### src/cct_pkg.sv
// Constants, register map and state types of the capture/compare timer.
// Function
// Overflow toggle bit inverts a compare pin at each overflow; reset clears.
// Overflow toggle wins over a compare match in the same count.
// With overflow toggle clear, full-duty bit forces 100% PWM duty.
// Full-duty changes act from the next PWM period onward.
// Each channel holds a 16-bit value as high and low bytes.
// In capture mode a high-byte read blocks captures until low read.
// In compare mode a high-byte write blocks compares until low written.
// One 16-bit up-counter, free running or modulo, times all channels.
// The modulo byte pair is the terminal count of the counter.
// Reading the counter never disturbs its counting.
// Each of four channels is capture or compare independently.
// A 3-bit select picks one of seven bus dividers or the pin.
// The external clock pin must stay at or below 4 MHz.
// An active capture edge copies the counter into the channel value.
// Capture edge is rising, falling or either, per channel.
// Captures can raise a channel interrupt request.
// A compare match sets, clears or toggles the channel pin.
// Compare matches can raise a channel interrupt request.
// Unbuffered compare writes replace the active value at once.
// Software should lower a compare value from the compare handler.
// Software should raise a compare value from the overflow handler.
// Control bits halt the counter and clear counter with prescaler.
// At the modulo value set overflow flag and restart from zero.
// Select codes 0..6 divide by 1..64; code 7 picks the pin.
// Edge codes: capture rise/fall/both; compare toggle/clear/set; 00 off.
// Event flag clears by read-with-flag-set then zero write; events win.
// Clock pin and capture pins are synchronised before edge detection.
package cct_pkg;

  localparam int CCT_NCH = 4;

  localparam logic [7:0] CCT_ADR_SC        = 8'h00;
  localparam logic [7:0] CCT_ADR_CNT_HI    = 8'h04;
  localparam logic [7:0] CCT_ADR_CNT_LO    = 8'h08;
  localparam logic [7:0] CCT_ADR_MOD_HI    = 8'h0C;
  localparam logic [7:0] CCT_ADR_MOD_LO    = 8'h10;
  localparam logic [7:0] CCT_ADR_CH_BASE   = 8'h14;
  localparam logic [7:0] CCT_ADR_CH_STRIDE = 8'h0C;
  localparam logic [7:0] CCT_OFS_CH_CTRL   = 8'h00;
  localparam logic [7:0] CCT_OFS_CH_HI     = 8'h04;
  localparam logic [7:0] CCT_OFS_CH_LO     = 8'h08;

  // Timer status and control bit positions.
  localparam int CCT_SC_TOF   = 7;
  localparam int CCT_SC_TOIE  = 6;
  localparam int CCT_SC_HALT  = 5;
  localparam int CCT_SC_CLEAR = 4;

  // Channel control bit positions.
  localparam int CCT_CH_FLAG = 7;
  localparam int CCT_CH_IE   = 6;
  localparam int CCT_CH_MSB  = 5;
  localparam int CCT_CH_MSA  = 4;
  localparam int CCT_CH_ELSB = 3;
  localparam int CCT_CH_ELSA = 2;
  localparam int CCT_CH_TOV  = 1;
  localparam int CCT_CH_MAX  = 0;

  localparam logic [15:0] CCT_MOD_RESET = 16'hFFFF;
  localparam logic [2:0]  CCT_SEL_EXT   = 3'h7;
  localparam logic [2:0]  CCT_SEL_TOP   = 3'h6;
  localparam logic [5:0]  CCT_DIV_ONES  = 6'h3F;

  localparam logic [1:0] CCT_ELS_OFF  = 2'h0;
  localparam logic [1:0] CCT_ELS_TGL  = 2'h1;
  localparam logic [1:0] CCT_ELS_CLR  = 2'h2;
  localparam logic [1:0] CCT_ELS_SET  = 2'h3;

  typedef struct packed {
    logic        flag;
    logic        ie;
    logic        msb;
    logic        msa;
    logic        elsb;
    logic        elsa;
    logic        tov;
    logic        maxd;
    logic        max_eff;
    logic [15:0] val;
    logic        cap_blk;
    logic        cmp_blk;
    logic        arm;
    logic        s1;
    logic        s2;
    logic        prev;
    logic        pin;
    logic        oe;
  } cct_chan_s;

  typedef struct packed {
    logic [15:0]                cnt;
    logic [15:0]                modv;
    logic                       tof;
    logic                       toie;
    logic                       halt;
    logic [2:0]                 psel;
    logic                       tof_arm;
    logic                       ovf_blk;
    logic [7:0]                 cnt_lat;
    logic                       cnt_latched;
    cct_chan_s [CCT_NCH-1:0]    ch;
    logic                       ack;
    logic [7:0]                 rdat;
    logic [CCT_NCH-1:0]         irq;
    logic                       ovf_irq;
  } cct_state_s;

  typedef struct packed {
    logic [5:0] div;
    logic       e1;
    logic       e2;
    logic       eprev;
  } cct_pre_s;

endpackage

### src/cct_tick_if.sv
// Link between the timer core and its clock prescaler.
`timescale 1ns/1ns
interface cct_tick_if;
  logic [2:0] sel;
  logic       clear;
  logic       ext_pin;
  logic       tick;

  modport core (output sel, output clear, output ext_pin, input tick);
  modport pre  (input sel, input clear, input ext_pin, output tick);
endinterface

### src/cct_prescaler.sv
// Bus clock prescaler and external clock edge detector.
`timescale 1ns/1ns
module cct_prescaler (
  // Clock and reset.
  input  wire logic clk_i,
  input  wire logic rst_i,
  // Link to the timer core.
  cct_tick_if.pre   lnk
);
  import cct_pkg::*;

  cct_pre_s   s;
  cct_pre_s   next_s;
  logic [5:0] mask;

  always_comb begin
    next_s = s;
    next_s.e1 = lnk.ext_pin;
    next_s.e2 = s.e1;
    next_s.eprev = s.e2;
    next_s.div = lnk.clear ? 6'h00 : s.div + 6'h01;
    mask = CCT_DIV_ONES >> (CCT_SEL_TOP - lnk.sel);
    if (lnk.clear) begin
      lnk.tick = 1'b0;
    end else if (lnk.sel == CCT_SEL_EXT) begin
      lnk.tick = s.e2 & ~s.eprev;
    end else begin
      lnk.tick = (s.div & mask) == mask;
    end
  end

  always_ff @(posedge clk_i) begin
    if (rst_i) begin
      s <= '0;
    end else begin
      s <= next_s;
    end
  end
endmodule

### src/cct_timer.sv
// Four-channel 16-bit capture/compare timer with a Wishbone slave.
//
// The implementer's own choices: the Wishbone interface to the registers and the address map.
`timescale 1ns/1ns
module cct_timer (
  // Clock and reset.
  input  wire logic                        clk_i,
  input  wire logic                        rst_i,
  // Wishbone slave.
  input  wire logic [7:0]                  wb_adr_i,
  input  wire logic [31:0]                 wb_dat_i,
  input  wire logic                        wb_we_i,
  input  wire logic [3:0]                  wb_sel_i,
  input  wire logic                        wb_cyc_i,
  input  wire logic                        wb_stb_i,
  output logic      [31:0]                 wb_dat_o,
  output logic                             wb_ack_o,
  // Timer pins.
  input  wire logic                        external_count_clock_pin_i,
  input  wire logic [cct_pkg::CCT_NCH-1:0] channel_pin_i,
  output logic      [cct_pkg::CCT_NCH-1:0] channel_pin_o,
  output logic      [cct_pkg::CCT_NCH-1:0] channel_pin_oe_o,
  // Interrupt requests.
  output logic      [cct_pkg::CCT_NCH-1:0] chan_irq_o,
  output logic                             ovf_irq_o
);
  import cct_pkg::*;

  cct_state_s s;
  cct_state_s next_s;
  cct_tick_if lnk ();

  cct_prescaler u_pre (
    .clk_i (clk_i),
    .rst_i (rst_i),
    .lnk   (lnk.pre)
  );

  logic       acc;
  logic       wr;
  logic       rd;
  logic [7:0] d;
  logic [7:0] rdat;
  logic       tick;
  logic       ovf;
  logic       clr;
  logic [7:0] cb;
  logic       cap_mode;
  logic       active;
  logic [1:0] els;
  logic       rise;
  logic       fall;
  logic       cap_evt;
  logic       cmp_evt;
  logic       ovf_tgl;
  cct_chan_s  c;
  cct_chan_s  nc;

  assign lnk.sel = s.psel;
  assign lnk.ext_pin = external_count_clock_pin_i;

  always_comb begin
    next_s = s;
    c = s.ch[0];
    nc = c;
    cb = CCT_ADR_CH_BASE;
    cap_mode = 1'b0;
    active = 1'b0;
    els = CCT_ELS_OFF;
    rise = 1'b0;
    fall = 1'b0;
    cap_evt = 1'b0;
    cmp_evt = 1'b0;
    ovf_tgl = 1'b0;
    acc = wb_cyc_i & wb_stb_i & ~s.ack;
    wr = acc & wb_we_i & wb_sel_i[0];
    rd = acc & ~wb_we_i;
    d = wb_dat_i[7:0];
    rdat = 8'h00;
    next_s.ack = acc;
    clr = wr & (wb_adr_i == CCT_ADR_SC) & d[CCT_SC_CLEAR];
    lnk.clear = clr;

    // Counter time base.
    tick = lnk.tick & ~s.halt;
    ovf = tick & (s.cnt == s.modv);
    if (tick) begin
      next_s.cnt = ovf ? 16'h0000 : s.cnt + 16'h0001;
    end

    // Timer status and control register.
    if (wb_adr_i == CCT_ADR_SC) begin
      rdat = {s.tof, s.toie, s.halt, 1'b0, 1'b0, s.psel};
      if (rd && s.tof) begin
        next_s.tof_arm = 1'b1;
      end
      if (wr) begin
        next_s.toie = d[CCT_SC_TOIE];
        next_s.halt = d[CCT_SC_HALT];
        next_s.psel = d[2:0];
        if (!d[CCT_SC_TOF] && (s.tof_arm || !s.toie)) begin
          next_s.tof = 1'b0;
          next_s.tof_arm = 1'b0;
        end
      end
    end
    if (clr) begin
      next_s.cnt = 16'h0000;
    end
    if (ovf && !s.ovf_blk) begin
      next_s.tof = 1'b1;
      next_s.tof_arm = 1'b0;
    end

    // Counter bytes: a high read freezes the low byte until it is read.
    if (rd && wb_adr_i == CCT_ADR_CNT_HI) begin
      rdat = s.cnt[15:8];
      if (!s.cnt_latched) begin
        next_s.cnt_lat = s.cnt[7:0];
        next_s.cnt_latched = 1'b1;
      end
    end
    if (rd && wb_adr_i == CCT_ADR_CNT_LO) begin
      rdat = s.cnt_latched ? s.cnt_lat : s.cnt[7:0];
      next_s.cnt_latched = 1'b0;
    end

    // Modulo bytes: a high write holds off the overflow flag.
    if (wb_adr_i == CCT_ADR_MOD_HI) begin
      rdat = s.modv[15:8];
      if (wr) begin
        next_s.modv[15:8] = d;
        next_s.ovf_blk = 1'b1;
      end
    end
    if (wb_adr_i == CCT_ADR_MOD_LO) begin
      rdat = s.modv[7:0];
      if (wr) begin
        next_s.modv[7:0] = d;
        next_s.ovf_blk = 1'b0;
      end
    end

    // Channels, each set up independently.
    for (int i = 0; i < CCT_NCH; i++) begin
      c = s.ch[i];
      nc = c;
      cb = CCT_ADR_CH_BASE + 8'(i) * CCT_ADR_CH_STRIDE;
      cap_mode = ~c.msb & ~c.msa;
      els = {c.elsb, c.elsa};
      active = els != CCT_ELS_OFF;
      nc.s1 = channel_pin_i[i];
      nc.s2 = c.s1;
      nc.prev = c.s2;
      rise = c.s2 & ~c.prev;
      fall = ~c.s2 & c.prev;
      cap_evt = cap_mode & ~c.cap_blk
              & ((c.elsa & rise) | (c.elsb & fall));
      cmp_evt = ~cap_mode & active & tick & ~c.cmp_blk
              & (s.cnt == c.val);
      ovf_tgl = ~cap_mode & active & c.tov & ovf;

      if (wb_adr_i == cb + CCT_OFS_CH_CTRL) begin
        rdat = {c.flag, c.ie, c.msb, c.msa, c.elsb, c.elsa, c.tov, c.maxd};
        if (rd && c.flag) begin
          nc.arm = 1'b1;
        end
        if (wr) begin
          nc.ie = d[CCT_CH_IE];
          nc.msb = d[CCT_CH_MSB];
          nc.msa = d[CCT_CH_MSA];
          nc.elsb = d[CCT_CH_ELSB];
          nc.elsa = d[CCT_CH_ELSA];
          nc.tov = d[CCT_CH_TOV];
          nc.maxd = d[CCT_CH_MAX];
          if (!d[CCT_CH_FLAG] && (c.arm || !c.ie)) begin
            nc.flag = 1'b0;
            nc.arm = 1'b0;
          end
        end
      end
      if (wb_adr_i == cb + CCT_OFS_CH_HI) begin
        rdat = c.val[15:8];
        if (rd && cap_mode) begin
          nc.cap_blk = 1'b1;
        end
        if (wr) begin
          nc.val[15:8] = d;
          nc.cmp_blk = ~cap_mode;
        end
      end
      if (wb_adr_i == cb + CCT_OFS_CH_LO) begin
        rdat = c.val[7:0];
        if (rd) begin
          nc.cap_blk = 1'b0;
        end
        if (wr) begin
          nc.val[7:0] = d;
          nc.cmp_blk = 1'b0;
        end
      end

      if (cap_evt) begin
        nc.val = s.cnt;
      end
      if (cap_evt || cmp_evt) begin
        nc.flag = 1'b1;
        nc.arm = 1'b0;
      end

      // Pin level: preset when disconnected, else overflow beats compare.
      if (!active) begin
        nc.pin = ~c.msa;
      end else if (!cap_mode) begin
        if (ovf_tgl) begin
          nc.pin = ~c.pin;
        end else if (cmp_evt) begin
          unique case (els)
            CCT_ELS_TGL: nc.pin = ~c.pin;
            CCT_ELS_CLR: nc.pin = 1'b0;
            CCT_ELS_SET: nc.pin = 1'b1;
            default:     nc.pin = c.pin;
          endcase
        end
      end
      if (ovf) begin
        nc.max_eff = c.maxd;
      end
      if (c.max_eff && !c.tov && !cap_mode && active) begin
        nc.pin = 1'b1;
      end
      if (rst_i) begin
        nc.pin = ~c.msa;
      end
      nc.oe = (nc.elsb | nc.elsa) & (nc.msb | nc.msa);
      next_s.irq[i] = nc.flag & nc.ie;
      next_s.ch[i] = nc;
    end

    next_s.ovf_irq = next_s.tof & next_s.toie;
    if (rd) begin
      next_s.rdat = rdat;
    end
  end

  always_ff @(posedge clk_i) begin
    if (rst_i) begin
      s <= '0;
      s.modv <= CCT_MOD_RESET;
      for (int i = 0; i < CCT_NCH; i++) begin
        s.ch[i].pin <= 1'b1;
      end
    end else begin
      s <= next_s;
    end
  end

  always_comb begin
    wb_dat_o = {24'h000000, s.rdat};
    wb_ack_o = s.ack;
    for (int i = 0; i < CCT_NCH; i++) begin
      channel_pin_o[i] = s.ch[i].pin;
      channel_pin_oe_o[i] = s.ch[i].oe;
    end
    chan_irq_o = s.irq;
    ovf_irq_o = s.ovf_irq;
  end
endmodule

### config.mk
export PLATFORM = sky130hd
export DESIGN_NAME = cct_timer
export DESIGN_NICKNAME = d
export VERILOG_FILES = /design/src/cct_pkg.sv /design/src/cct_tick_if.sv /design/src/cct_prescaler.sv /design/src/cct_timer.sv
export SDC_FILE = /design/constraint.sdc
export NUM_CORES = 1
export LEC_CHECK = 0
export BUFFER_PORTS_ARGS = -buffer_cell sky130_fd_sc_hd__buf_4
export CORE_UTILIZATION = 43
export DETAILED_ROUTE_END_ITERATION = 10
export PLACE_DENSITY = 0.7
export RECOVER_POWER = 100
export SETUP_SLACK_MARGIN = 0.2
export SYNTH_ARGS = -nofsm -noshare
export SYNTH_HDL_FRONTEND = slang
export SYNTH_SLANG_ARGS = --single-unit
### constraint.sdc
create_clock -name clk_i -period 2.9 [get_ports clk_i]
set_input_delay 0.58 -clock clk_i [delete_from_list [all_inputs] [get_ports clk_i]]
set_output_delay 0.58 -clock clk_i [all_outputs]
set_load 0.02 [all_outputs]
=== After elaboration in Yosys (flattened, before gate mapping) ===
Index checks and enable logic that the tools add are counted.

* Eq/ne operators: 47
* Shift-type cells: 1
* Bitwise logic cells: 121
* Add/subtract/negate cells: 3
* Mux-type cells: 112
* Reduce and logical (&&, ||, !) cells: 101

{| class="wikitable"
|+ Operators by type and width
! kind !! count
|-
| 8-bit 2-to-1 mux || 31
|-
| 16-bit equality test || 5
|-
| 16-bit 2-to-1 mux || 5
|-
| 1-bit AND || 71
|-
| 8-bit by 6-bit equality test with 1-bit output (second input constant) || 8
|-
| 1-bit 2-to-1 mux || 62
|-
| 10-bit 2-to-1 mux || 4
|-
| 1-bit inverter || 37
|-
| 8-bit by 5-bit equality test with 1-bit output (second input constant) || 4
|-
| 2-bit AND reduction || 16
|-
| 2-bit nonzero test || 16
|-
| 1-bit logical AND || 29
|-
| 2-bit OR reduction || 11
|-
| 5-bit by 1-bit inequality test with 1-bit output (second input constant) || 4
|-
| 16-bit by 1-bit adder with 16-bit output (second input constant) || 1
|-
| 2-bit equality test (second input constant) || 8
|-
| 8-bit by 4-bit equality test with 1-bit output (second input constant) || 2
|-
| 1-bit logical NOT || 15
|-
| 7-bit 2-to-1 mux || 2
|-
| 3-bit by 1-bit inequality test with 1-bit output (second input constant) || 4
|-
| 1-bit bitwise OR || 12
|-
| 1-bit one-hot mux with 3 select lines || 4
|-
| 3-bit AND reduction || 4
|-
| 1-bit logical OR || 9
|-
| other kinds (12) || 21
|}

* Register bits: 204
* Word-level logic and storage cells: 480

=== Logic depth before layout (Yosys ltp) ===
* Depth in word-level cells: 20
* Gate-level depth with buffers: 10

=== By module ===
From an unflattened synthesis, not the netlist that was laid out.

* Cells, all modules: 1415
* Area, all modules: 11596.1 um^2

{| class="wikitable"
|+ By module, submodules not included
! module !! seq. area each (um^2) !! instances !! area an instance (um^2) !! cells an instance
|-
| cct_timer || 3903.7 || 1 || 11175.7 || 1371
|-
| cct_prescaler || 180.2 || 1 || 420.4 || 44
|}

=== Worst setup path before layout ===
OpenSTA, ideal clock, no wires.

* Kind: input port to flip-flop
* From: input port wb_adr_i[1]
* To: register s, in the netlist channel_pin_o[0]
* Slack: 37 ps
* Stages: 9
* Arrival: 2729 ps
* Required time: 2766 ps
* Path buffers: 2
* Path through: buf_2 > or4_1 > buf_2 > nor4_4 > or2_2 > or3_2 > nor2_1 > o311a_1 > or4_1

* Cells in the longest elaborated chain, start to end: 10

{| class="wikitable"
|+ RTL lines
! item !! line !! RTL
|-
| start: declaration || cct_timer.sv:10 || <nowiki>input wire logic [7:0] wb_adr_i,</nowiki>
|-
| 8-bit logical NOT * || cct_timer.sv:81 || <nowiki>clr = wr & (wb_adr_i == CCT_ADR_SC) & d[CCT_SC_CLEAR];</nowiki>
|-
| 1-bit AND * (2 in series) || cct_timer.sv:81 ||
|-
| 1-bit 2-to-1 mux * || cct_prescaler.sv:23 || <nowiki>if (lnk.clear) begin</nowiki>
|-
| 1-bit AND * || cct_timer.sv:85 || <nowiki>tick = lnk.tick & ~s.halt;</nowiki>
|-
| 1-bit AND (on tied branches) || cct_timer.sv:159, cct_timer.sv:86 ||
|-
| 1-bit AND (on tied branches) || cct_timer.sv:159, cct_timer.sv:161 ||
|-
| 1-bit AND or 1-bit 2-to-1 mux (tied branches) || cct_timer.sv:160, cct_timer.sv:215 ||
|-
| 3-bit by 1-bit inequality test with 1-bit output (no line) or 1-bit 2-to-1 mux (tied branches) || n/a ||
|-
| 3-bit AND reduction (no line) or 1-bit 2-to-1 mux (tied branches) || n/a ||
|-
| end signal: assignment || cct_timer.sv:254 || <nowiki>s <= next_s;</nowiki>
|-
| end: declaration || cct_timer.sv:29 || <nowiki>cct_state_s s;</nowiki>
|}

Mark *: on every way between the ends. The rest lies on a longest branch, timed or not. The select of a mux whose other input is x is not followed.
A chain may end at the register's enable or synchronous reset.

=== Worst setup path after layout ===
* From: register s, in the netlist lnk.sel[0]
* To: register s, in the netlist channel_pin_o[3]

* Cells in the longest elaborated chain, start to end: 12

{| class="wikitable"
|+ RTL lines
! item !! line !! RTL
|-
| 3-bit subtractor || cct_prescaler.sv:22 || <nowiki>mask = CCT_DIV_ONES >> (CCT_SEL_TOP - lnk.sel);</nowiki>
|-
| 6-bit by 3-bit right shift with 6-bit output || cct_prescaler.sv:22 ||
|-
| 6-bit AND || cct_prescaler.sv:28 || <nowiki>lnk.tick = (s.div & mask) == mask;</nowiki>
|-
| 6-bit equality test || cct_prescaler.sv:28 ||
|-
| 1-bit 2-to-1 mux * || cct_prescaler.sv:25 || <nowiki>end else if (lnk.sel == CCT_SEL_EXT) begin</nowiki>
|-
| 1-bit 2-to-1 mux * || cct_prescaler.sv:23 ||
|-
| 1-bit AND * || cct_timer.sv:85 ||
|-
| 1-bit AND (on tied branches) || cct_timer.sv:159, cct_timer.sv:86 ||
|-
| 1-bit AND (on tied branches) || cct_timer.sv:159, cct_timer.sv:161 ||
|-
| 1-bit AND or 1-bit 2-to-1 mux (tied branches) || cct_timer.sv:160, cct_timer.sv:215 ||
|-
| 3-bit by 1-bit inequality test with 1-bit output (no line) or 1-bit 2-to-1 mux (tied branches) || n/a ||
|-
| 3-bit AND reduction (no line) or 1-bit 2-to-1 mux (tied branches) || n/a ||
|}

Marks and branches as above.

==> reports/results.md <==
| Metric | Reported | Unit |
| --- | --- | --- |
| Status | finished with violations | - |
| Violations in the final reports | capacitance limit, slew limit | - |
| Fraction of the yosys area taken by sequential cells | 0.3659 | - |
| Prevailing post-synth register cell | sky130_fd_sc_hd__dfxtp_1 | - |
| Chip width | 163.1 | um |
| Design area | 0.01288 | sq mm |
| Last weighted congestion value of the routability-driven placer | 1.040 | - |
| Warning count from the yosys run | 0 | - |
| Worst-Margin Slew | 1.918 | ns |
| Worst setup margin | 0.1578 | ns |
| Count of TritonRoute iterations in the first routing pass | 6 | - |
| Share of synthesized registers carrying an async set or reset | 0 | - |
| Cell Count, Final, Fillers Out | 1726 | - |
| Startpoint type of the worst setup path | flop | - |
| Mean Syn Cell Area | 8.481 | sq um |
| Unrepaired setup endpoints after global routing | false | - |
| Leading cell types in the layout, fill and taps excluded | 200 x sky130_fd_sc_hd__dfxtp_1, 164 x sky130_fd_sc_hd__nor2_1, 113 x sky130_fd_sc_hd__mux2i_1, 113 x sky130_fd_sc_hd__buf_4, 107 x sky130_fd_sc_hd__nand2_1 | - |
| TritonCTS clock tree | yes | - |
| Placed instance area | 0.01213 | sq mm |
| Share of final-layout standard cells stronger than drive strength 1 | 0.1476 | - |
| Clock slew at the register clock pins of the worst setup and hold paths | 0.06 | ns |
| Data arrival time of the critical path | 3.14 | ns |
| Number of enable flip-flop cells after synthesis | 0 | - |
| First-pass GRT wire length | 56.77 | mm |
| Critical Path Sink Type | flop | - |
| Number of buffers added by the clock tree synthesis step | 24 | - |
| Period utilization | 0.9456 | - |
| Initial antenna violation count | 0 | - |
| Clock latency at the later pin of the worst-skew pair | 0.52 | ns |
| Worst min-delay path category | in2reg | - |
| Finish-stage setup viols | 0 | - |
| Sw Share | 0.2377 | - |
| CP Data Required Time | 3.30 | ns |
| Overall die area | 0.02660 | sq mm |
| Area grow syn2layout | 15.38 | % |
| Logic gate share of total power | 0.061 | - |
| Most frequent standard cell in the layout excluding fill and tap cells | sky130_fd_sc_hd__dfxtp_1 | - |
| Total I/O pin count | 100 | - |
| Min cycle time layout | 2.742 | ns |
| Crit Path Class | reg2reg | - |
| Total routing resource utilization after global routing | 0.2779 | - |
| Final-stage net count | 1440 | - |
| Total power of the final layout | 6.370 | mW |
| CTS Root Cell | sky130_fd_sc_hd__clkbuf_16 | - |
| Max-slew violations | 43 | - |
| Largest net degree at the start of global routing | 44 | - |
| Switching power | 1.514 | mW |
| Detail-routed net length per standard cell | 21.72 | um |
| Residual DRC count | 0 | - |
| VDD IR max | 405.3 | uV |
| Starting DRC count in detailed routing | 1395 | - |
| Fmax | 364.7 | MHz |
| Total power per unit cell area | 494.7 | mW/mm^2 |
| Number of violations of the max-capacitance limit | 1 | - |
| Vias in the first global route | 9648 | - |
| Die Ht | 163.1 | um |
| Via count | 10500 | - |
| Routed wire length | 37.49 | mm |
| Effective utilization at floorplan | 0.4407 | - |
| GR Overflow Total | 0 | - |
| Sum of net half-perimeters after detailed placement | 26.16 | mm |
| Leakage Power | 4.605 | nW |
| Fraction of power consumed by the clock network | 0.493 | - |
| Syn Std Cell Area | 0.01116 | sq mm |
| Count of hold buffers inserted by post-cts repair | 0 | - |
| Worst-path fanout max | 5 | - |
| FILL cells | 2375 | - |
| Aggregate negative setup slack | 0 | ns |
| Worst Hold Slack | 0.2751 | ns |
| Setup WS pre-CTS | -0.02087 | ns |
| Proportion of power drawn by flip-flops and latches | 0.446 | - |
| Antenna violation net count after detailed routing | 0 | - |
| H-tree depth | 1 | - |
| IO buf count | 48 | - |
| Fraction of the core area covered by cells at the end of the flow | 0.5084 | - |
| P_int | 4.856 | mW |
| Total count of hold-check failures in the final report | 0 | - |
| Maximum clock path buffer count | 3 | - |
| Diode count | 0 | - |
| Number of cells produced by synthesis | 1316 | - |
| Area inside the core boundary | 0.02533 | sq mm |
| Clock Sinks | 204 | - |
| Post-synthesis register bit count | 204 | - |
| Number of standard-cell rows in the floorplan | 58 | - |
| Post-synthesis cell type count | 76 | - |
| Vias per cell | 6.084 | - |
| Worst slew margin relative to its limit | -0.2786 | - |
| Post-Route Skew | 0.01111 | ns |
| Instance count after placement with tap cells included | 1674 | - |
registers in the layout (all words and copies together) (netlist names), named ones only:
register and cells:
chan_irq_o 4, u_pre.next_s 2, wb_dat_o 8, ovf_irq_o 1, c 29, lnk.sel 3, channel_pin_o 4, u_pre.s 7
wb_ack_o 1, channel_pin_oe_o 4, next_s 6, s 127
final timing paths:
kind	start	end	slack, ns	cells past startpoint
setup / recovery	lnk.sel[0]	channel_pin_o[3]	0.16	11
hold / removal	channel_pin_i[1]	next_s[50]	0.28	2
setup reg to reg	lnk.sel[0]	channel_pin_o[3]	0.16	11
hold reg to reg	next_s[50]	next_s[49]	0.44	1
critical path, stage by stage, from the launching register on:
cell                       delay, ns
sky130_fd_sc_hd__dfxtp_4        0.37
sky130_fd_sc_hd__inv_1          0.05
sky130_fd_sc_hd__ha_1           0.29
sky130_fd_sc_hd__or2_2          0.30
sky130_fd_sc_hd__a31oi_4        0.19
sky130_fd_sc_hd__o31a_1         0.23
sky130_fd_sc_hd__clkbuf_1       0.28
sky130_fd_sc_hd__nor4_1         0.12
sky130_fd_sc_hd__buf_4          0.17
sky130_fd_sc_hd__or2_2          0.29
sky130_fd_sc_hd__nor4b_2        0.26
sky130_fd_sc_hd__a211oi_1       0.07
cells in the mapped netlist, drive strengths merged, types with 4 or more instances:
cell type | number | area, sq um
nand3 | 19 | 95.09
mux2 | 4 | 45.04
a2111oi | 4 | 35.03
nor4b | 11 | 108.9
a222oi | 5 | 50.05
nand4 | 21 | 131.4
clkbuf | 80 | 300.3
o21ai | 42 | 210.2
o22a | 5 | 43.79
or4 | 4 | 33.78
ha | 8 | 100.1
or3 | 8 | 51.30
a211oi | 71 | 533.0
o22ai | 5 | 31.28
nor2 | 170 | 650.6
a31oi | 16 | 100.1
a221oi | 10 | 87.58
a22o | 5 | 43.79
nand3b | 10 | 75.07
or2 | 8 | 50.05
dfxtp | 204 | 4084
nand2 | 107 | 401.6
a22oi | 5 | 37.54
and2 | 6 | 37.54
nor2b | 23 | 143.9
buf | 68 | 449.2
nor3 | 32 | 180.2
o211ai | 5 | 37.54
nand2b | 4 | 25.02
xnor2 | 56 | 490.5
nor4 | 14 | 108.9
a32oi | 5 | 43.79
a21oi | 51 | 255.2
xor2 | 37 | 324.1
inv | 18 | 67.56
mux2i | 113 | 1131
o221ai | 10 | 87.58
power by group through the flow:
stage | Combinational, mW | Clock (mW) | Sequential, mW
after floorplan | 0.250 | 0 | 2.90
after global placement | 0.381 | 0 | 2.90
after detailed placement | 0.384 | 0 | 2.90
after CTS | 0.387 | 3.18 | 2.84
after global routing | 0.403 | 3.29 | 2.84
final | 0.389 | 3.14 | 2.84
kinds of logic (layout without fill, tap and decap cells):
group | count (synthesis) | in the layout | synth area share
simple gates | 454 | 454 | 0.2015
compound gates | 270 | 270 | 0.1679
flops | 204 | 204 | 0.3659
buf+inv | 166 | 223 | 0.07321
mux | 118 | 118 | 0.1074
xor+xnor | 93 | 93 | 0.07298
fa+ha+maj | 10 | 10 | 0.01076
other cells | 1 | 24 | 0.0003360
area by class of cell:
| type | count | area [sq um] | area share |
|---|---|---|---|
| Clock buffer | 35 | 763.2 | 0.05927 |
| Multi-Input combinational cell | 969 | 6402 | 0.4972 |
| Timing Repair Buffer | 161 | 1055 | 0.08191 |
| Clock inverter | 9 | 85.08 | 0.006607 |
| Sequential cell | 204 | 4091 | 0.3177 |
| Tap cell | 330 | 412.9 | 0.03206 |
| Inverter | 18 | 67.56 | 0.005247 |
what timing repair did:
action                                  in CTS  in global routing
buffers inserted                             3                  5
endpoints found under the setup margin      10                  7
endpoints found under the hold margin        0                  0
resized for setup                            2                 13
pin swaps                                    2                  4
layer usage:
| metal | global-route usage | wire length, um | up-vias |
|---|---|---|---|
| li1 | - | - | 4764 |
| met4 | 0.1364 | 1965 | 0 |
| met5 | 0 | 0 | - |
| met2 | 0.4211 | 16090 | 635 |
| met3 | 0.04342 | 3987 | 137 |
| met1 | 0.3822 | 15440 | 4965 |
Note: power is estimated with default switching activity, not from simulation.
